`config.mk`:
```
export PLATFORM = sky130hd
export DESIGN_NAME = usft_tx
export DESIGN_NICKNAME = d
export VERILOG_FILES = /design/src/rtl/usft_pkg.sv /design/src/rtl/usft_tx.sv
export SDC_FILE = /design/constraint.sdc
export NUM_CORES = 1
export LEC_CHECK = 0
export ABC_AREA = 1
export BUFFER_PORTS_ARGS = -buffer_cell sky130_fd_sc_hd__buf_2
export CORE_MARGIN = 3
export CORE_UTILIZATION = 55
export DETAILED_ROUTE_END_ITERATION = 8
export GPL_ROUTABILITY_DRIVEN = 0
export PLACE_DENSITY_LB_ADDON = 0.25
export SLEW_MARGIN = 0
export SYNTH_ARGS = -nofsm -noshare
export SYNTH_HDL_FRONTEND = slang
export SYNTH_SLANG_ARGS = --single-unit
```
`constraint.sdc`:
```
create_clock -name clk -period 2.55 [get_ports clk]
set_clock_uncertainty 0.05 [all_clocks]
set_input_delay 0.1275 -clock clk [delete_from_list [all_inputs] [get_ports clk]]
set_output_delay 0.1275 -clock clk [all_outputs]
set_load 0.01 [all_outputs]
```
`src/rtl/usft_pkg.sv`:
```
// package: register map, field layout and constants of the serial transmitter
package usft_pkg;
    // register offsets (byte addresses)
    localparam logic [3:0] USFT_ADDR_DATA = 4'h0;
    localparam logic [3:0] USFT_ADDR_STATUS = 4'h4;
    localparam logic [3:0] USFT_ADDR_CTRL_B = 4'h8;
    localparam logic [3:0] USFT_ADDR_CTRL_C = 4'hC;
    localparam logic [3:0] USFT_ADDR_BAUD_LO = 4'h1;
    localparam logic [3:0] USFT_ADDR_BAUD_HI = 4'h2;
    // status register fields
    localparam int USFT_ST_BUF_EMPTY = 5;
    localparam int USFT_ST_TX_DONE = 6;
    localparam int USFT_ST_DBL = 1;
    // control register b fields
    localparam int USFT_CB_NINTH = 0;
    localparam int USFT_CB_LEN2 = 2;
    localparam int USFT_CB_TXEN = 3;
    // control register c fields
    localparam int USFT_CC_POL = 0;
    localparam int USFT_CC_LEN_LO = 1;
    localparam int USFT_CC_STOP = 3;
    localparam int USFT_CC_PAR_LO = 4;
    localparam int USFT_CC_SYNC = 6;
    localparam int USFT_CC_MASTER = 7;
    // reset values
    localparam logic [7:0] USFT_CB_RESET = 8'h00;
    localparam logic [7:0] USFT_CC_RESET = 8'h06;
    localparam logic [11:0] USFT_BAUD_RESET = 12'h000;
    // data length code 7 selects nine data bits
    localparam logic [2:0] USFT_LEN_NINE = 3'h7;
    // baud tick divisors
    localparam logic [3:0] USFT_DIV_NORMAL = 4'hF;
    localparam logic [3:0] USFT_DIV_DOUBLE = 4'h7;
    localparam logic [3:0] USFT_DIV_SYNC = 4'h1;
    // shifter states, gray coded along start-data-parity-stop
    typedef enum logic [2:0] {
        USFT_IDLE = 3'b000,
        USFT_START = 3'b001,
        USFT_DATA = 3'b011,
        USFT_PARITY = 3'b010,
        USFT_STOP1 = 3'b110,
        USFT_STOP2 = 3'b111
    } usft_state_t;
endpackage

```
`src/rtl/usft_tx.sv`:
```
// serial frame transmitter with baud generator and register port
//
// The implementer's own choices: the register addresses and the strobed register port.
`timescale 1ns/1ps
// Behaviour
// length, parity and stop fields form one shared frame format.
// receiver disregards second stop bit; framing error from first only.
// software must not change frame format during a transfer.
// parity is xor of data bits, inverted for odd parity.
// parity bit sits after the msb and before the first stop.
// stop bits are high; line idles high between frames.
// software checks completion flags before reprogramming settings.
// software clears the complete flag before writing the data register.
// software masks interrupts while configuring the port.
// transmit enable hands the data pin to the transmitter.
// synchronous mode with transmitter enabled takes over the clock pin; here the pin is taken only when master is also set.
// data register write loads the buffer and starts transmission.
// buffer moves to shifter when idle or right after last stop.
// a frame is sent at baud divider rate or external clock.
// unused upper data bits are ignored for lengths below eight.
// buffer empty flag shows the buffer accepts a character.
// ninth bit is written to control before the data write.
// length code 3 with stop select gives 8 data, 2 stops.
// low start bit, data lsb first, 5 to 9 bits, 1 or 2 stops.
// baud counter reloads at zero or low-byte write, one tick each; here a low-byte write reloads without a tick.
// bit time is 16, 8 or 2 baud ticks by mode.
// polarity bit picks the clock edge on which data changes.
// empty flag sets on move to shifter, clears on data write.
// complete flag sets after final stop with the buffer empty.
module usft_tx
    import usft_pkg::*;
#(
    parameter int BAUD_W = 12
) (
    // clock and reset
    input wire logic clk,
    input wire logic sys_rst,
    // register port
    input wire logic [3:0] reg_addr,
    input wire logic [7:0] reg_wdata,
    input wire logic reg_wr,
    input wire logic reg_rd,
    output logic [7:0] reg_rdata,
    // serial pins
    input wire logic xck_in,
    output logic tx_data_pin,
    output logic tx_data_oe_n,
    output logic xck_out,
    output logic xck_oe_n
);
    logic [7:0] ctrl_b_ff;
    logic [7:0] ctrl_c_ff;
    logic [BAUD_W-1:0] baud_ff;
    logic dbl_ff;
    logic [8:0] buf_ff;
    logic buf_full_ff;
    logic done_ff;
    logic [BAUD_W-1:0] bcnt_ff;
    logic [3:0] tick_cnt_ff;
    logic [8:0] shreg_ff;
    logic [3:0] bit_idx_ff;
    logic par_ff;
    usft_state_t state_ff;
    usft_state_t nxt_state;
    logic line_ff;
    logic xck_ff;
    logic xck_s1_ff;
    logic xck_s2_ff;
    logic xck_s3_ff;
    logic [7:0] rdata_ff;

    // decode
    wire wr_data = reg_wr && reg_addr == USFT_ADDR_DATA;
    wire wr_stat = reg_wr && reg_addr == USFT_ADDR_STATUS;
    wire wr_cb = reg_wr && reg_addr == USFT_ADDR_CTRL_B;
    wire wr_cc = reg_wr && reg_addr == USFT_ADDR_CTRL_C;
    wire wr_blo = reg_wr && reg_addr == USFT_ADDR_BAUD_LO;
    wire wr_bhi = reg_wr && reg_addr == USFT_ADDR_BAUD_HI;
    wire tx_en = ctrl_b_ff[USFT_CB_TXEN];
    // control c plus the length msb in control b feed the whole frame
    wire [2:0] len_code = {ctrl_b_ff[USFT_CB_LEN2],
                           ctrl_c_ff[USFT_CC_LEN_LO+1 -: 2]};
    wire nine = len_code == USFT_LEN_NINE;
    // codes 0..3 give 5..8 bits, code 7 gives 9
    wire [3:0] nbits = nine ? 4'h9 : {1'b0, len_code} + 4'h5;
    wire par_en = ctrl_c_ff[USFT_CC_PAR_LO+1];
    wire par_odd = ctrl_c_ff[USFT_CC_PAR_LO];
    wire two_stop = ctrl_c_ff[USFT_CC_STOP];
    wire sync = ctrl_c_ff[USFT_CC_SYNC];
    wire master = ctrl_c_ff[USFT_CC_MASTER];
    wire pol = ctrl_c_ff[USFT_CC_POL];

    // reload at zero or on low-byte write, tick only when the count is zero
    wire baud_tick = bcnt_ff == '0;
    wire [BAUD_W-1:0] nxt_bcnt = (baud_tick || wr_blo) ? baud_ff
                                 : bcnt_ff - 1'b1;
    // bit time in baud ticks
    wire [3:0] div_top = sync ? USFT_DIV_SYNC
                         : (dbl_ff ? USFT_DIV_DOUBLE : USFT_DIV_NORMAL);
    wire int_bit_tick = baud_tick && tick_cnt_ff == div_top;
    // master clock toggles once per half period, i.e. every baud tick
    wire int_half_tick = baud_tick;
    // change edge on the synchronised external clock
    wire ext_rise = xck_s2_ff && !xck_s3_ff;
    wire ext_fall = !xck_s2_ff && xck_s3_ff;
    wire ext_change = pol ? ext_fall : ext_rise;
    // state moves on the sample edge; the registered line turns on the next
    wire mst_change = int_half_tick && (pol ? !xck_ff : xck_ff);
    // shift timing from baud divider or external clock
    wire bit_tick = !sync ? int_bit_tick
                    : (master ? mst_change : ext_change);

    wire active = state_ff != USFT_IDLE;
    wire last_stop = bit_tick && (state_ff == USFT_STOP2 ||
                     (state_ff == USFT_STOP1 && !two_stop));
    // load when idle or immediately after the last stop bit
    // pending data still drains after the enable is cleared mid-frame
    wire load = buf_full_ff && (active ? last_stop : tx_en);
    // mask unused upper bits
    wire [8:0] len_mask = 9'h1FF >> (4'h9 - nbits);
    wire [8:0] masked = buf_ff & len_mask;

    always_comb begin
        nxt_state = state_ff;
        case (state_ff)
            USFT_IDLE: if (load) nxt_state = USFT_START;
            USFT_START: if (bit_tick) nxt_state = USFT_DATA;
            USFT_DATA: if (bit_tick && bit_idx_ff == nbits - 4'h1) begin

                nxt_state = par_en ? USFT_PARITY : USFT_STOP1;
            end
            USFT_PARITY: if (bit_tick) nxt_state = USFT_STOP1;
            USFT_STOP1: if (bit_tick) begin
                nxt_state = two_stop ? USFT_STOP2 : USFT_IDLE;
            end
            USFT_STOP2: if (bit_tick) nxt_state = USFT_IDLE;
            default: nxt_state = USFT_IDLE;
        endcase
        if (load && active) nxt_state = USFT_START;
    end

    wire nxt_line = (state_ff == USFT_START) ? 1'b0
                    : (state_ff == USFT_DATA) ? shreg_ff[0]
                    : (state_ff == USFT_PARITY) ? par_ff
                    : 1'b1;
    // parity over the masked character
    wire load_par = ^masked ^ par_odd;

    wire [7:0] status_val = {1'b0, done_ff, !buf_full_ff, 3'h0,
                             dbl_ff, 1'b0};
    wire [7:0] nxt_rdata =
        !reg_rd ? 8'h00
        : reg_addr == USFT_ADDR_STATUS ? status_val
        : reg_addr == USFT_ADDR_CTRL_B ? ctrl_b_ff
        : reg_addr == USFT_ADDR_CTRL_C ? ctrl_c_ff
        : reg_addr == USFT_ADDR_BAUD_LO ? baud_ff[7:0]
        : reg_addr == USFT_ADDR_BAUD_HI ? {4'h0, baud_ff[11:8]}
        : 8'h00;

    // configuration registers; format changes mid-frame are software's risk
    always_ff @(posedge clk or posedge sys_rst) begin
        if (sys_rst) begin
            ctrl_b_ff <= USFT_CB_RESET;
            ctrl_c_ff <= USFT_CC_RESET;
            baud_ff <= USFT_BAUD_RESET;
            dbl_ff <= 1'b0;
        end else begin
            if (wr_cb) ctrl_b_ff <= reg_wdata;
            if (wr_cc) ctrl_c_ff <= reg_wdata;
            if (wr_blo) baud_ff[7:0] <= reg_wdata;
            if (wr_bhi) baud_ff[11:8] <= reg_wdata[3:0];
            if (wr_stat) dbl_ff <= reg_wdata[USFT_ST_DBL];
        end
    end

    // transmit buffer and flags
    always_ff @(posedge clk or posedge sys_rst) begin
        if (sys_rst) begin
            buf_ff <= '0;
            buf_full_ff <= 1'b0;
            done_ff <= 1'b0;
        end else begin
            if (wr_data) begin
                // ninth bit captured with the low byte
                buf_ff <= {ctrl_b_ff[USFT_CB_NINTH], reg_wdata};
                buf_full_ff <= 1'b1;
            end else if (load) begin
                buf_full_ff <= 1'b0;
            end
            // set wins over write-one clear
            if (last_stop && !load) done_ff <= 1'b1;
            else if (wr_stat && reg_wdata[USFT_ST_TX_DONE]) done_ff <= 1'b0;
        end
    end

    // baud counter and tick divider
    always_ff @(posedge clk or posedge sys_rst) begin
        if (sys_rst) begin
            bcnt_ff <= '0;
            tick_cnt_ff <= '0;
        end else begin
            bcnt_ff <= nxt_bcnt;
            // every frame starts on a whole bit time
            if (load || !active) tick_cnt_ff <= '0;
            else if (baud_tick) begin
                tick_cnt_ff <= (tick_cnt_ff == div_top) ? 4'h0
                               : tick_cnt_ff + 4'h1;
            end
        end
    end

    // shifter
    always_ff @(posedge clk or posedge sys_rst) begin
        if (sys_rst) begin
            state_ff <= USFT_IDLE;
            shreg_ff <= '0;
            bit_idx_ff <= '0;
            par_ff <= 1'b0;
        end else begin
            state_ff <= nxt_state;
            if (load) begin
                shreg_ff <= masked;
                par_ff <= load_par;
                bit_idx_ff <= '0;
            end else if (bit_tick && state_ff == USFT_DATA) begin
                shreg_ff <= {1'b0, shreg_ff[8:1]};
                bit_idx_ff <= bit_idx_ff + 4'h1;
            end
        end
    end

    // pins and synchroniser; first stage only feeds the second
    always_ff @(posedge clk or posedge sys_rst) begin
        if (sys_rst) begin
            line_ff <= 1'b1;
            xck_ff <= 1'b0;
            xck_s1_ff <= 1'b0;
            xck_s2_ff <= 1'b0;
            xck_s3_ff <= 1'b0;
            rdata_ff <= 8'h00;
        end else begin
            line_ff <= nxt_line;
            xck_s1_ff <= xck_in;
            xck_s2_ff <= xck_s1_ff;
            xck_s3_ff <= xck_s2_ff;
            // idle clock level follows polarity
            if (!active) xck_ff <= pol;
            else if (int_half_tick) xck_ff <= !xck_ff;
            rdata_ff <= nxt_rdata;
        end
    end

    // data pin driven while enabled or still draining
    // a character parked while disabled does not grab the pin
    wire drive_tx = tx_en || active;
    // clock pin driven only as synchronous master
    wire drive_xck = drive_tx && sync && master;
    logic oe_tx_n_ff;
    logic oe_xck_n_ff;
    always_ff @(posedge clk or posedge sys_rst) begin
        if (sys_rst) begin
            oe_tx_n_ff <= 1'b1;
            oe_xck_n_ff <= 1'b1;
        end else begin
            oe_tx_n_ff <= !drive_tx;
            oe_xck_n_ff <= !drive_xck;
        end
    end

    assign reg_rdata = rdata_ff;
    assign tx_data_pin = line_ff;
    assign tx_data_oe_n = oe_tx_n_ff;
    assign xck_out = xck_ff;
    assign xck_oe_n = oe_xck_n_ff;
endmodule

```
==> report_table.html, run 1 <==
<table>
<tr><th>Metric</th><th>Value</th></tr>
<tr><th colspan="2">Global route</th></tr>
<tr><td>Number of antenna violations at the first check in global routing</td><td>0</td></tr>
<tr><td>Pin count of the biggest net entering global routing</td><td>89</td></tr>
<tr><td>Gr usage total</td><td>a little under a quarter</td></tr>
<tr><td>Via count of the first global-routing pass</td><td>3796</td></tr>
<tr><td>Total overflow reported by the global router</td><td>0</td></tr>
<tr><td>Global-route wire length before repair</td><td>17830 um</td></tr>
<tr><th colspan="2">Setup path</th></tr>
<tr><td>Number of buffers and inverters on the critical path</td><td>4</td></tr>
<tr><td>Path type of the worst setup path</td><td>flop to flop</td></tr>
<tr><td>Crit path largest cell delay</td><td>around 0.57 ns</td></tr>
<tr><td>Worst Path Required</td><td>between 2 and 3 ns</td></tr>
<tr><td>Endpoint type of the worst setup path</td><td>flop</td></tr>
<tr><td>Crit path launch type</td><td>flop</td></tr>
<tr><td>Cell type of the slowest stage on the worst timing path</td><td>dfstp_2</td></tr>
<tr><td>Critical path's top delay family</td><td>flip-flops</td></tr>
<tr><td>Data arrival time of the critical path</td><td>approximately 2.7 ns</td></tr>
<tr><td>Max Fanout on Critical Path</td><td>4</td></tr>
<tr><td>Critical path cell sequence</td><td>ha_4, inv_2, o21ai_4, buf_6, buf_4, ha_4, xnor2_2, xor2_1, inv_1, nand4_1, a21boi_2, nand2_2, nand2_1, nand2_1</td></tr>
<tr><th colspan="2">Route</th></tr>
<tr><td>Via count</td><td>between 3000 and 4000</td></tr>
<tr><td>Violation count after the first detailed-routing iteration</td><td>287</td></tr>
<tr><td>Aggregate routed wire length</td><td>~10000 um</td></tr>
<tr><td>Post-DRT Antenna Nets</td><td>0</td></tr>
<tr><td>Vias/cell</td><td>about 5.4</td></tr>
<tr><td>First-pass iteration count of the detailed router</td><td>5</td></tr>
<tr><td>Mean routed wirelength per cell</td><td>about 15 um</td></tr>
<tr><td>Post-route DRC violation count</td><td>0</td></tr>
<tr><th colspan="2">Logic synthesis</th></tr>
<tr><td>Biggest area consumer among synthesized cells</td><td>dfrtp_1</td></tr>
<tr><td>Share of synthesized area occupied by flip-flops and latches</td><td>~48%</td></tr>
<tr><td>Synthesis Warnings</td><td>0</td></tr>
<tr><td>Number of enable flip-flop cells after synthesis</td><td>0</td></tr>
<tr><td>Distinct cell type count after synthesis</td><td>38</td></tr>
<tr><td>Leading post-synthesis cells by cell area</td><td>dfrtp_1, nand2_1, o21ai_0, inv_1, nand3_1</td></tr>
<tr><td>Fraction of synthesis flops using an asynchronous set or reset pin</td><td>100.0%</td></tr>
<tr><td>Flops &amp; latches, synth</td><td>88</td></tr>
<tr><td>Mean instance size in the synthesized netlist</td><td>8.053 um^2</td></tr>
<tr><td>Number of nets in the synthesized netlist</td><td>595</td></tr>
<tr><td>Post-synth top flop</td><td>dfrtp_1</td></tr>
<tr><td>Area share of the largest cell type after synthesis</td><td>roughly 45%</td></tr>
<tr><td>Mapped Cells</td><td>~570</td></tr>
<tr><td>Post-Syn Area</td><td>between 0.004 and 0.005 mm^2</td></tr>
<tr><th colspan="2">Run</th></tr>
<tr><td>Maxcap violations</td><td>0</td></tr>
<tr><th colspan="2">Clock network</th></tr>
<tr><td>CTS H-tree depth</td><td>3</td></tr>
<tr><td># clock sinks</td><td>between 80 and 90</td></tr>
<tr><td>Latest clock arrival within the worst-skew pair</td><td>around 0.36 ns</td></tr>
<tr><td>CTS buffer count</td><td>9</td></tr>
<tr><td>Root buffer cell</td><td>clkbuf_8</td></tr>
<tr><td>Clock transition time at the flip-flop clock pins of the worst setup and hold paths</td><td>approximately 0.09 ns</td></tr>
<tr><td>Clock tree from TritonCTS</td><td>yes</td></tr>
<tr><td>Maximum clock insertion buffer count</td><td>2</td></tr>
<tr><th colspan="2">STA</th></tr>
<tr><td>Number of hold violations in the final report</td><td>0</td></tr>
<tr><td>Final-report max-slew violation count</td><td>0</td></tr>
<tr><td>Final worst setup slack</td><td>0.08886 ns</td></tr>
<tr><td>Final Setup Violations</td><td>0</td></tr>
<tr><td>Slew at the pin closest to its max-slew limit</td><td>roughly 0.7 ns</td></tr>
<tr><td>Clock period minus worst slack</td><td>between 2 and 2.5 ns</td></tr>
<tr><td>Post-Route Hold Slack</td><td>slightly below 0.04 ns</td></tr>
<tr><td>Slew margin rel.</td><td>between 50 and 60%</td></tr>
<tr><td>Portion of the clock cycle consumed by the worst path in the final layout</td><td>between 90% and 100%</td></tr>
<tr><td>Maximum achievable frequency</td><td>between 0.4 and 0.5 GHz</td></tr>
<tr><th colspan="2">Floorplanning</th></tr>
<tr><td>Number of placed I/O pins</td><td>29</td></tr>
<tr><td>Site row count</td><td>32</td></tr>
<tr><td>Die boundary height</td><td>just under 100 um</td></tr>
<tr><td>Full die area</td><td>between 0.009 and 0.01 mm^2</td></tr>
<tr><td>Effective utilization at floorplan</td><td>~58%</td></tr>
<tr><td>Die boundary width</td><td>approximately 97 um</td></tr>
<tr><td>Core outline area</td><td>0.007888 mm^2</td></tr>
<tr><th colspan="2">Pwr</th></tr>
<tr><td>Sequential group share of total power</td><td>about 43%</td></tr>
<tr><td>Net switching fraction of the power</td><td>between 30% and 40%</td></tr>
<tr><td>Combinational power share</td><td>around 36%</td></tr>
<tr><td>Static power due to leakage</td><td>2.603 nW</td></tr>
<tr><td>Cell area power density</td><td>about 900 mW/mm^2</td></tr>
<tr><td>Internal</td><td>between 0.002 and 0.003 W</td></tr>
<tr><td>Power spent charging and discharging nets</td><td>about 0.0018 W</td></tr>
<tr><td>Worst IR Drop VDD</td><td>0.4181 mV</td></tr>
<tr><td>Clock power frac</td><td>roughly a fifth</td></tr>
<tr><th colspan="2">Final layout</th></tr>
<tr><td>Post-route cell area</td><td>roughly 0.0052 mm^2</td></tr>
<tr><td>Number of fillers in the final layout</td><td>about 670</td></tr>
<tr><td>Diodes inserted</td><td>0</td></tr>
<tr><td>Layout area overhead</td><td>13.79%</td></tr>
<tr><td>Layout cell share with drive strength beyond 1</td><td>18.15%</td></tr>
<tr><td>NumNets Final</td><td>around 640</td></tr>
<tr><th colspan="2">Placement</th></tr>
<tr><td>Post-Place Cell Area</td><td>between 0.004 and 0.005 mm^2</td></tr>
<tr><td>Worst slack, placed</td><td>-0.01097 ns</td></tr>
<tr><td>Total half-perimeter wirelength after legalization and detailed placement</td><td>7417 um</td></tr>
<tr><td>Quantity of I/O buffers inserted on ports</td><td>28</td></tr>
<tr><th colspan="2">Worst hold path</th></tr>
<tr><td>Hold Crit Class</td><td>input port to flop</td></tr>
<tr><th colspan="2">Run status</th></tr>
<tr><td>Status</td><td>finished clean</td></tr>
</table>
-- state kept, by name (all words and copies together), names as in the netlist, 3 cells and up --
register and count:
baud_ff 12, bcnt_ff 12, bit_idx_ff 4, buf_ff 9, ctrl_b_ff 8, ctrl_c_ff 8, reg_rdata 8, shreg_ff 9
state_ff 3, tick_cnt_ff 4
-- metrics by stage --
step	instances	TNS [ns]	power, W	utilization [%]
3_5_place_dp	697	-0.01097	0.003593	61.61
2_1_floorplan	568	0	0.003185	-
5_1_grt	719	-0.08762	0.005059	65.99
4_1_cts	716	0	0.004580	64.55
6_report	719	0	0.004696	65.99
3_3_place_gp	697	0	0.003512	61.61
-- power by group through the flow --
stage / Clock (W) / Combinational, W / Sequential [W]
after CTS: 0.000994 / 0.00157 / 0.00202
after global placement: 0 / 0.00148 / 0.00203
after floorplan: 0 / 0.00120 / 0.00199
after global routing: 0.00107 / 0.00192 / 0.00208
final: 0.000986 / 0.00169 / 0.00202
after detailed placement: 0 / 0.00155 / 0.00204
-- Yosys cell counts, types with 6 or more instances --
| cell type | number |
|---|---|
| nand2_1 | 153 |
| dfrtp_1 | 83 |
| inv_1 | 67 |
| o21ai_0 | 61 |
| nand3_1 | 49 |
| nor2_1 | 33 |
| xor2_1 | 12 |
| nand2_2 | 11 |
| a21oi_1 | 10 |
| ha_1 | 10 |
| inv_2 | 8 |
| nand3b_1 | 6 |
| nor2_2 | 6 |
-- what timing repair did --
action                                 4_1_cts  5_1_grt
pin swaps                                    0        6
setup buffers                                0        3
endpoints found under the hold margin       87        0
hold buffers                                 3        0
resized for setup                            1       15
setup endpoints to repair                    3        4
-- metal layers --
metal  global-route usage, %  up-vias  wire (um)
li1                        -     1908          -
met1                   33.36     1831       5062
met2                   35.56      104       4706
met3                   3.230       17        483
met4                   7.883        0        210
met5                       0        -          0
-- cells in the final DEF (no fill, tap or decap), drive strengths merged --
master / count
nand2: 165
dfrtp: 83
inv: 75
o21ai: 63
nand3: 51
nor2: 43
buf: 41
xor2: 12
clkbuf: 11
a21oi: 10
ha: 10
nand3b: 6
a211oi: 5
dfstp: 5
clkinv: 5
or2: 4
a31oi: 4
nor3: 4
dlygate4sd3: 3
xnor2: 3
nand4: 2
o21a: 2
a221oi: 2
a21boi: 2
a21o: 1
o211ai: 1
a311oi: 1
nor4: 1
bufinv: 1
clkinvlp: 1
-- kinds of logic (layout without fill, tap and decap cells) --
| group | after synthesis | after routing | share of synthesized area [%] |
|---|---|---|---|
| flip-flops | 88 | 88 | 48.28 |
| XOR/XNOR | 15 | 15 | 2.872 |
| buffers and inverters | 88 | 137 | 7.932 |
| AND/OR/NAND/NOR | 276 | 276 | 27.11 |
| AO/OA/AOI/OAI | 91 | 91 | 11.08 |
| adder cells (fa/ha/maj) | 10 | 10 | 2.735 |
-- final timing paths --
kind	start	slack [ns]	cells past startpoint	end
max in group asynchronous	sys_rst	1.72	4	tx_data_oe_n$_DFF_PP1_
min	reg_wdata[5]	0.04	3	ctrl_c_ff[5]$_DFFE_PP0P_
max	ctrl_c_ff[2]$_DFFE_PP1P_	0.09	14	state_ff[0]$_DFFE_PP0P_
max reg2reg	ctrl_c_ff[2]$_DFFE_PP1P_	0.09	14	state_ff[0]$_DFFE_PP0P_
min in group asynchronous	sys_rst	0.34	4	bcnt_ff[2]$_DFF_PP0_
min reg2reg	xck_s1_ff$_DFF_PP0_	0.31	0	xck_s2_ff$_DFF_PP0_
-- cell type report --
class	count	area (um^2)	area share [%]
flip-flops and latches	88	2208	42.43
multi-input cells	392	2095	40.24
inverters	77	292.8	5.625
repair buffers	44	284.0	5.457
clock buffers	11	141.4	2.716
well taps	102	127.6	2.452
clock inverters	5	56.30	1.082
-- worst min-delay path: stages --
cell and delay [ns]:
buf_2 0.07, inv_1 0.07, o21ai_0 0.15
No activity file was read; power rests on OpenSTA's default activity.
==> run 2: changes to the inputs <==
--- a/config.mk
+++ b/config.mk
@@ -9,6 +9,7 @@
 export BUFFER_PORTS_ARGS = -buffer_cell sky130_fd_sc_hd__buf_2
 export CORE_MARGIN = 3
 export CORE_UTILIZATION = 55
+export CTS_BUF_LIST = sky130_fd_sc_hd__clkbuf_16
 export DETAILED_ROUTE_END_ITERATION = 8
 export GPL_ROUTABILITY_DRIVEN = 0
 export PLACE_DENSITY_LB_ADDON = 0.25
==> report_table.html, run 2 (synthesis gave the netlist of run 1 again) <==
<table>
<tr><th>Metric</th><th>Value</th></tr>
<tr><th colspan="2">Setup path</th></tr>
<tr><td>Crit path largest cell delay</td><td>0.58 ns</td></tr>
<tr><td>Most frequent cell on the critical path</td><td>nand2_1</td></tr>
<tr><td>Cell type of the slowest stage on the worst timing path</td><td>dfstp_2</td></tr>
<tr><td>Critical path cell sequence</td><td>ha_4, inv_2, o21ai_4, buf_6, buf_4, ha_1, nand2_1, nor2_2, nand2_1, nand2_1, nand3_1, nand2_1, nand3_1, nand2_1, nand2_1, nand3_1, nand2_1</td></tr>
<tr><td>Flop-to-flop setup slack</td><td>0.08 ns</td></tr>
<tr><td>Crit path launch type</td><td>flop</td></tr>
<tr><td>Data arrival time of the critical path</td><td>~2.7 ns</td></tr>
<tr><td>Reg-to-reg critical path startpoint</td><td>ctrl_c_ff[2]$_DFFE_PP1P_</td></tr>
<tr><td>Endpoint type of the worst setup path</td><td>flop</td></tr>
<tr><td>Path type of the worst setup path</td><td>flop to flop</td></tr>
<tr><td>Worst setup path end</td><td>par_ff$_DFFE_PP0N_</td></tr>
<tr><td>Max Fanout on Critical Path</td><td>3</td></tr>
<tr><td>Worst reg-to-reg path cell count</td><td>17</td></tr>
<tr><td>Reg-to-reg critical path endpoint</td><td>par_ff$_DFFE_PP0N_</td></tr>
<tr><td>Worst Path Required</td><td>2.73 ns</td></tr>
<tr><td>Worst setup startpoint</td><td>ctrl_c_ff[2]$_DFFE_PP1P_</td></tr>
<tr><th colspan="2">Placement</th></tr>
<tr><td>Post-Place Cells</td><td>around 700</td></tr>
<tr><td>Post-Place Cell Area</td><td>between 0.004 and 0.005 mm^2</td></tr>
<tr><td>Quantity of I/O buffers inserted on ports</td><td>28</td></tr>
<tr><td>Total half-perimeter wirelength after legalization and detailed placement</td><td>about 7400 um</td></tr>
<tr><th colspan="2">Route</th></tr>
<tr><td>First-pass iteration count of the detailed router</td><td>5</td></tr>
<tr><td>Mean routed wirelength per cell</td><td>approximately 15 um</td></tr>
<tr><td>Post-DRT Antenna Nets</td><td>0</td></tr>
<tr><td>Violation count after the first detailed-routing iteration</td><td>between 200 and 250</td></tr>
<tr><td>Post-route DRC violation count</td><td>0</td></tr>
<tr><td>Aggregate routed wire length</td><td>10610 um</td></tr>
<tr><td>Via count</td><td>3880</td></tr>
<tr><td>Vias/cell</td><td>about 5.4</td></tr>
<tr><th colspan="2">Global route</th></tr>
<tr><td>Total overflow reported by the global router</td><td>0</td></tr>
<tr><td>Gr usage total</td><td>23.16%</td></tr>
<tr><td>Global-route wire length before repair</td><td>between 15000 and 20000 um</td></tr>
<tr><td>Number of antenna violations at the first check in global routing</td><td>0</td></tr>
<tr><td>Pin count of the biggest net entering global routing</td><td>slightly below 90</td></tr>
<tr><td>Via count of the first global-routing pass</td><td>about 3800</td></tr>
<tr><th colspan="2">STA</th></tr>
<tr><td>Slew at the pin closest to its max-slew limit</td><td>slightly below 0.7 ns</td></tr>
<tr><td>Maximum achievable frequency</td><td>0.4051 GHz</td></tr>
<tr><td>Clock period minus worst slack</td><td>2.468 ns</td></tr>
<tr><td>Final-report max-slew violation count</td><td>0</td></tr>
<tr><td>Number of hold violations in the final report</td><td>0</td></tr>
<tr><td>Portion of the clock cycle consumed by the worst path in the final layout</td><td>between 90% and 100%</td></tr>
<tr><td>Final Setup Violations</td><td>0</td></tr>
<tr><td>Slew margin rel.</td><td>53.89%</td></tr>
<tr><th colspan="2">Pwr</th></tr>
<tr><td>Worst IR Drop VDD</td><td>0.4931 mV</td></tr>
<tr><td>Static power due to leakage</td><td>2.654 nW</td></tr>
<tr><td>Cell area power density</td><td>945.5 mW/mm^2</td></tr>
<tr><td>Power Total</td><td>around 0.0050 W</td></tr>
<tr><th colspan="2">Clock network</th></tr>
<tr><td>CTS H-tree depth</td><td>3</td></tr>
<tr><td>CTS buffer count</td><td>9</td></tr>
<tr><td>Clock tree from TritonCTS</td><td>yes</td></tr>
<tr><td>Maximum clock insertion buffer count</td><td>2</td></tr>
<tr><td>Clock transition time at the flip-flop clock pins of the worst setup and hold paths</td><td>0.06 ns</td></tr>
<tr><td>Root buffer cell</td><td>clkbuf_16</td></tr>
<tr><td>Latest clock arrival within the worst-skew pair</td><td>0.34 ns</td></tr>
<tr><td># clock sinks</td><td>88</td></tr>
<tr><th colspan="2">Floorplanning</th></tr>
<tr><td>Site row count</td><td>32</td></tr>
<tr><td>Die boundary width</td><td>slightly below 100 um</td></tr>
<tr><td>Core outline area</td><td>around 0.008 mm^2</td></tr>
<tr><td>Effective utilization at floorplan</td><td>between 50% and 60%</td></tr>
<tr><td>Number of placed I/O pins</td><td>29</td></tr>
<tr><td>Die boundary height</td><td>approximately 100 um</td></tr>
<tr><td>Full die area</td><td>~0.0094 mm^2</td></tr>
<tr><th colspan="2">Final layout</th></tr>
<tr><td>Commonest non-fill, non-tap cell in the layout</td><td>nand2_1</td></tr>
<tr><td>Final std cells w/o fill</td><td>between 700 and 800</td></tr>
<tr><td>Layout area overhead</td><td>16.00%</td></tr>
<tr><td>Biggest regs</td><td>baud_ff (12), bcnt_ff (12)</td></tr>
<tr><td>Top library cells by usage in the layout, fill and taps aside</td><td>nand2_1, dfrtp_1, inv_1, o21ai_0, nand3_1</td></tr>
<tr><td>Layout cell share with drive strength beyond 1</td><td>a little under a fifth</td></tr>
<tr><td>Number of fillers in the final layout</td><td>~650</td></tr>
<tr><td>Diodes inserted</td><td>0</td></tr>
<tr><td>Post-route cell area</td><td>around 0.0053 mm^2</td></tr>
<tr><td>NumNets Final</td><td>640</td></tr>
<tr><th colspan="2">Run</th></tr>
<tr><td>Maxcap violations</td><td>0</td></tr>
<tr><th colspan="2">Worst hold path</th></tr>
<tr><td>Start point of the worst hold path</td><td>reg_wdata[5]</td></tr>
<tr><td>Hold Crit Class</td><td>input port to flop</td></tr>
<tr><th colspan="2">Run status</th></tr>
<tr><td>Status</td><td>finished clean</td></tr>
</table>
## run 2: changes by cell type in the layout (fill, tap and decap cells not counted)
| cell | previous run | this run |
|---|---|---|
| clkbuf_8 | 10 | 0 |
| clkbuf_16 | 0 | 9 |
| buf_4 | 11 | 12 |
| clkbuf_1 | 1 | 0 |
| clkinv_1 | 1 | 2 |
| inv_1 | 64 | 65 |
| nor2_1 | 33 | 32 |
| nor2_2 | 6 | 7 |
## run 2: area by class of cell
type | instances | area (um^2) | area share, %
sequential | 88 | 2208 | 41.62
multi-input combinational | 392 | 2097 | 39.52
inverter | 77 | 292.8 | 5.518
timing repair buffer | 45 | 291.5 | 5.494
clock buffer | 9 | 225.2 | 4.244
tap | 102 | 127.6 | 2.405
clock inverter | 7 | 63.81 | 1.203
## run 2: metrics by stage
step	hold slack (ns)	worst slack (ns)	setup TNS, ns	utilization (%)
3_5_place_dp	0.1876	-0.01097	-0.01097	61.61
4_1_cts	0.07772	0.02789	0	65.70
6_report	0.07048	0.08176	0	67.27
3_3_place_gp	0.1865	0.07918	0	61.61
5_1_grt	0.08574	-0.05586	-0.2186	67.27
2_1_floorplan	0.1089	0.1022	0	-
## run 2: critical path, delay by kind of cell, from the launching register on
kind | cells | cell delay (ns)
adder cells (fa/ha/maj) | 2 | 0.33
flip-flops | 1 | 0.58
AO/OA/AOI/OAI | 1 | 0.22
buffers and inverters | 3 | 0.29
AND/OR/NAND/NOR | 11 | 0.90
## run 2: layer usage
layer	track usage, %	routed length [um]	vias to the layer above
li1	-	-	1900
met1	33.11	5021	1850
met2	36.25	4878	114
met3	3.446	495	16
met4	7.883	209	0
met5	0	0	-
## run 2: report_power, final
part,internal (W),total (W),switching (W)
registers,0.00176,0.00203,0.000266
clock network,0.000750,0.00129,0.000541
logic,0.000660,0.00170,0.00104
total,0.00317,0.00502,0.00184
## run 2: repair_timing
action                     in CTS  in global routing
buffers inserted                0                  4
setup endpoints to repair       4                  4
pin swaps                       0                  7
gates resized for setup         1                 16
hold buffers                    3                  0
hold endpoints to repair       85                  0
## run 2: worst min path at each step
stage | to | slack (ns) | depth (start not counted)
floorplan | xck_s1_ff$_DFF_PP0_ | 0.11 | 0
global placement | xck_s1_ff$_DFF_PP0_ | 0.19 | 1
detailed placement | xck_s1_ff$_DFF_PP0_ | 0.19 | 1
CTS | ctrl_c_ff[5]$_DFFE_PP0P_ | 0.08 | 3
global route | buf_ff[5]$_DFFE_PP0P_ | 0.09 | 3
finish | ctrl_c_ff[5]$_DFFE_PP0P_ | 0.07 | 3
==> run 3: changes to the inputs <==
--- a/config.mk
+++ b/config.mk
@@ -7,12 +7,12 @@
 export LEC_CHECK = 0
 export ABC_AREA = 1
 export BUFFER_PORTS_ARGS = -buffer_cell sky130_fd_sc_hd__buf_2
-export CORE_MARGIN = 3
-export CORE_UTILIZATION = 55
-export CTS_BUF_LIST = sky130_fd_sc_hd__clkbuf_16
+export CORE_MARGIN = 2
+export CORE_UTILIZATION = 57
+export CTS_BUF_LIST = sky130_fd_sc_hd__clkbuf_8
 export DETAILED_ROUTE_END_ITERATION = 8
 export GPL_ROUTABILITY_DRIVEN = 0
-export PLACE_DENSITY_LB_ADDON = 0.25
+export PLACE_DENSITY = 0.84
 export SLEW_MARGIN = 0
 export SYNTH_ARGS = -nofsm -noshare
 export SYNTH_HDL_FRONTEND = slang
==> report_table.html, run 3 (synthesis gave the netlist of run 1 again) <==
<table>
<tr><th>Metric</th><th>Value</th></tr>
<tr><th colspan="2">Run status</th></tr>
<tr><td>Status</td><td>finished clean</td></tr>
<tr><th colspan="2">Floorplanning</th></tr>
<tr><td>Effective utilization at floorplan</td><td>58.89%</td></tr>
<tr><td>Number of placed I/O pins</td><td>29</td></tr>
<tr><td>Core outline area</td><td>a little under 0.008 mm^2</td></tr>
<tr><td>Site row count</td><td>32</td></tr>
<tr><td>Die boundary width</td><td>roughly 94 um</td></tr>
<tr><td>Full die area</td><td>around 0.0088 mm^2</td></tr>
<tr><td>Die boundary height</td><td>93.59 um</td></tr>
<tr><th colspan="2">Setup path</th></tr>
<tr><td>Endpoint type of the worst setup path</td><td>flop</td></tr>
<tr><td>Flop-to-flop setup slack</td><td>0.14 ns</td></tr>
<tr><td>Path type of the worst setup path</td><td>flop to flop</td></tr>
<tr><td>Worst Path Required</td><td>approximately 2.8 ns</td></tr>
<tr><td>Max Fanout on Critical Path</td><td>5</td></tr>
<tr><td>Reg-to-reg critical path endpoint</td><td>par_ff$_DFFE_PP0N_</td></tr>
<tr><td>Crit path launch type</td><td>flop</td></tr>
<tr><td>Worst reg-to-reg path cell count</td><td>16</td></tr>
<tr><td>Data arrival time of the critical path</td><td>2.62 ns</td></tr>
<tr><td>Reg-to-reg critical path startpoint</td><td>ctrl_c_ff[2]$_DFFE_PP1P_</td></tr>
<tr><th colspan="2">Route</th></tr>
<tr><td>Mean routed wirelength per cell</td><td>around 14 um</td></tr>
<tr><td>Post-DRT Antenna Nets</td><td>0</td></tr>
<tr><td>First-pass iteration count of the detailed router</td><td>5</td></tr>
<tr><td>Aggregate routed wire length</td><td>approximately 10000 um</td></tr>
<tr><td>Violation count after the first detailed-routing iteration</td><td>347</td></tr>
<tr><td>Post-route DRC violation count</td><td>0</td></tr>
<tr><td>Vias/cell</td><td>5.438</td></tr>
<tr><td>Via count</td><td>3888</td></tr>
<tr><th colspan="2">Placement</th></tr>
<tr><td>Quantity of I/O buffers inserted on ports</td><td>28</td></tr>
<tr><td>Worst slack, placed</td><td>between 0.04 and 0.05 ns</td></tr>
<tr><td>Total half-perimeter wirelength after legalization and detailed placement</td><td>around 7500 um</td></tr>
<tr><td>Post-Place Cells</td><td>695</td></tr>
<tr><th colspan="2">Final layout</th></tr>
<tr><td>Diodes inserted</td><td>0</td></tr>
<tr><td>Share of the core filled with cells</td><td>about 66%</td></tr>
<tr><td>Final std cells w/o fill</td><td>715</td></tr>
<tr><td>Biggest regs</td><td>baud_ff (12), bcnt_ff (12)</td></tr>
<tr><td>Commonest non-fill, non-tap cell in the layout</td><td>nand2_1</td></tr>
<tr><td>Layout cell share with drive strength beyond 1</td><td>around 17%</td></tr>
<tr><td>Top library cells by usage in the layout, fill and taps aside</td><td>nand2_1, dfrtp_1, inv_1, o21ai_0, nand3_1</td></tr>
<tr><td>Number of fillers in the final layout</td><td>between 600 and 700</td></tr>
<tr><td>NumNets Final</td><td>around 640</td></tr>
<tr><td>Layout area overhead</td><td>12.14%</td></tr>
<tr><th colspan="2">Clock network</th></tr>
<tr><td>Maximum clock insertion buffer count</td><td>2</td></tr>
<tr><td>Clock transition time at the flip-flop clock pins of the worst setup and hold paths</td><td>roughly 0.09 ns</td></tr>
<tr><td>Latest clock arrival within the worst-skew pair</td><td>~0.37 ns</td></tr>
<tr><td>CTS H-tree depth</td><td>3</td></tr>
<tr><td># clock sinks</td><td>between 80 and 90</td></tr>
<tr><td>Clock tree from TritonCTS</td><td>yes</td></tr>
<tr><td>Root buffer cell</td><td>clkbuf_8</td></tr>
<tr><td>CTS buffer count</td><td>9</td></tr>
<tr><th colspan="2">STA</th></tr>
<tr><td>Clock period minus worst slack</td><td>between 2 and 2.5 ns</td></tr>
<tr><td>Number of hold violations in the final report</td><td>0</td></tr>
<tr><td>Slew at the pin closest to its max-slew limit</td><td>about 0.74 ns</td></tr>
<tr><td>Maximum achievable frequency</td><td>about 0.42 GHz</td></tr>
<tr><td>Portion of the clock cycle consumed by the worst path in the final layout</td><td>94.36%</td></tr>
<tr><td>Slew margin rel.</td><td>50.30%</td></tr>
<tr><td>Final-report max-slew violation count</td><td>0</td></tr>
<tr><td>Final worst setup slack</td><td>between 0.1 and 0.15 ns</td></tr>
<tr><td>Final Setup Violations</td><td>0</td></tr>
<tr><th colspan="2">Global route</th></tr>
<tr><td>Via count of the first global-routing pass</td><td>roughly 3800</td></tr>
<tr><td>Gr usage total</td><td>between 20% and 30%</td></tr>
<tr><td>Pin count of the biggest net entering global routing</td><td>48</td></tr>
<tr><td>Number of antenna violations at the first check in global routing</td><td>0</td></tr>
<tr><td>Total overflow reported by the global router</td><td>0</td></tr>
<tr><td>Global-route wire length before repair</td><td>around 18000 um</td></tr>
<tr><th colspan="2">Worst hold path</th></tr>
<tr><td>Hold Crit Class</td><td>input port to flop</td></tr>
<tr><td>Endpoint of the worst hold-timing path</td><td>buf_ff[7]$_DFFE_PP0P_</td></tr>
<tr><td>Hold path depth</td><td>3</td></tr>
<tr><td>Start point of the worst hold path</td><td>reg_wdata[7]</td></tr>
<tr><th colspan="2">Run</th></tr>
<tr><td>Maxcap violations</td><td>0</td></tr>
<tr><th colspan="2">Pwr</th></tr>
<tr><td>Worst IR Drop VDD</td><td>0.3883 mV</td></tr>
<tr><td>Static power due to leakage</td><td>between 2 and 3 nW</td></tr>
<tr><td>Cell area power density</td><td>884.4 mW/mm^2</td></tr>
</table>
[run 3: worst max-delay path: stages (launching register included)]
cell     delay [ns]
dfstp_2        0.57
ha_4           0.14
inv_1          0.05
o21ai_2        0.20
inv_2          0.09
ha_4           0.30
nand2_1        0.07
nor2_1         0.15
nand2_1        0.09
nand2_1        0.09
nand3_1        0.10
nand2_1        0.08
nand3_1        0.08
nand2_1        0.08
nand2_1        0.05
nand3_1        0.07
nand2_1        0.05
[run 3: what timing repair did]
item | 4_1_cts | 5_1_grt
endpoints found under the setup margin | 1 | 4
setup buffers | 0 | 1
hold buffers | 3 | 0
gates resized for setup | 1 | 10
hold endpoints to repair | 42 | 0
pin swaps | 0 | 7
[run 3: worst max path at each step]
stage | startpoint | endpoint | slack (ns)
detailed placement | ctrl_c_ff[2]$_DFFE_PP1P_ | par_ff$_DFFE_PP0N_ | 0.04
finish | ctrl_c_ff[2]$_DFFE_PP1P_ | par_ff$_DFFE_PP0N_ | 0.14
floorplan | sys_rst | baud_ff[0]$_DFFE_PP0P_ | 0.10
global route | ctrl_c_ff[2]$_DFFE_PP1P_ | par_ff$_DFFE_PP0N_ | -0.13
global placement | ctrl_c_ff[1]$_DFFE_PP1P_ | par_ff$_DFFE_PP0N_ | 0.13
CTS | ctrl_c_ff[2]$_DFFE_PP1P_ | par_ff$_DFFE_PP0N_ | 0.01
[run 3: final cells by class]
type	count	area (um^2)	area share, %
clock inverter	7	47.55	0.9268
timing repair buffer	40	262.8	5.122
multi-input combinational	392	2067	40.29
inverter	77	292.8	5.707
clock buffer	9	123.9	2.415
tap	102	127.6	2.488
sequential	88	2208	43.05
[run 3: per-layer routing]
layer | track usage, % | wire [um]
met1 | 35.05 | 4645
met2 | 42.87 | 4920
met3 | 5.641 | 549
met4 | 6.522 | 191
met5 | 0 | 0
[run 3: through the flow]
stage | power [W] | cell area (um^2) | setup TNS [ns] | hold WS (ns)
2_1_floorplan | 0.003185 | 4574 | 0 | 0.1089
3_3_place_gp | 0.003494 | 4857 | 0 | 0.1878
3_5_place_dp | 0.003590 | 4857 | 0 | 0.1893
4_1_cts | 0.004476 | 5061 | 0 | 0.01706
5_1_grt | 0.004884 | 5130 | -0.2159 | 0.03790
6_report | 0.004537 | 5130 | 0 | 0.02829
[run 3: power by group]
group	switching (W)	internal, W
registers	0.000264	0.00176
clock network	0.000515	0.000356
logic	0.00102	0.000623
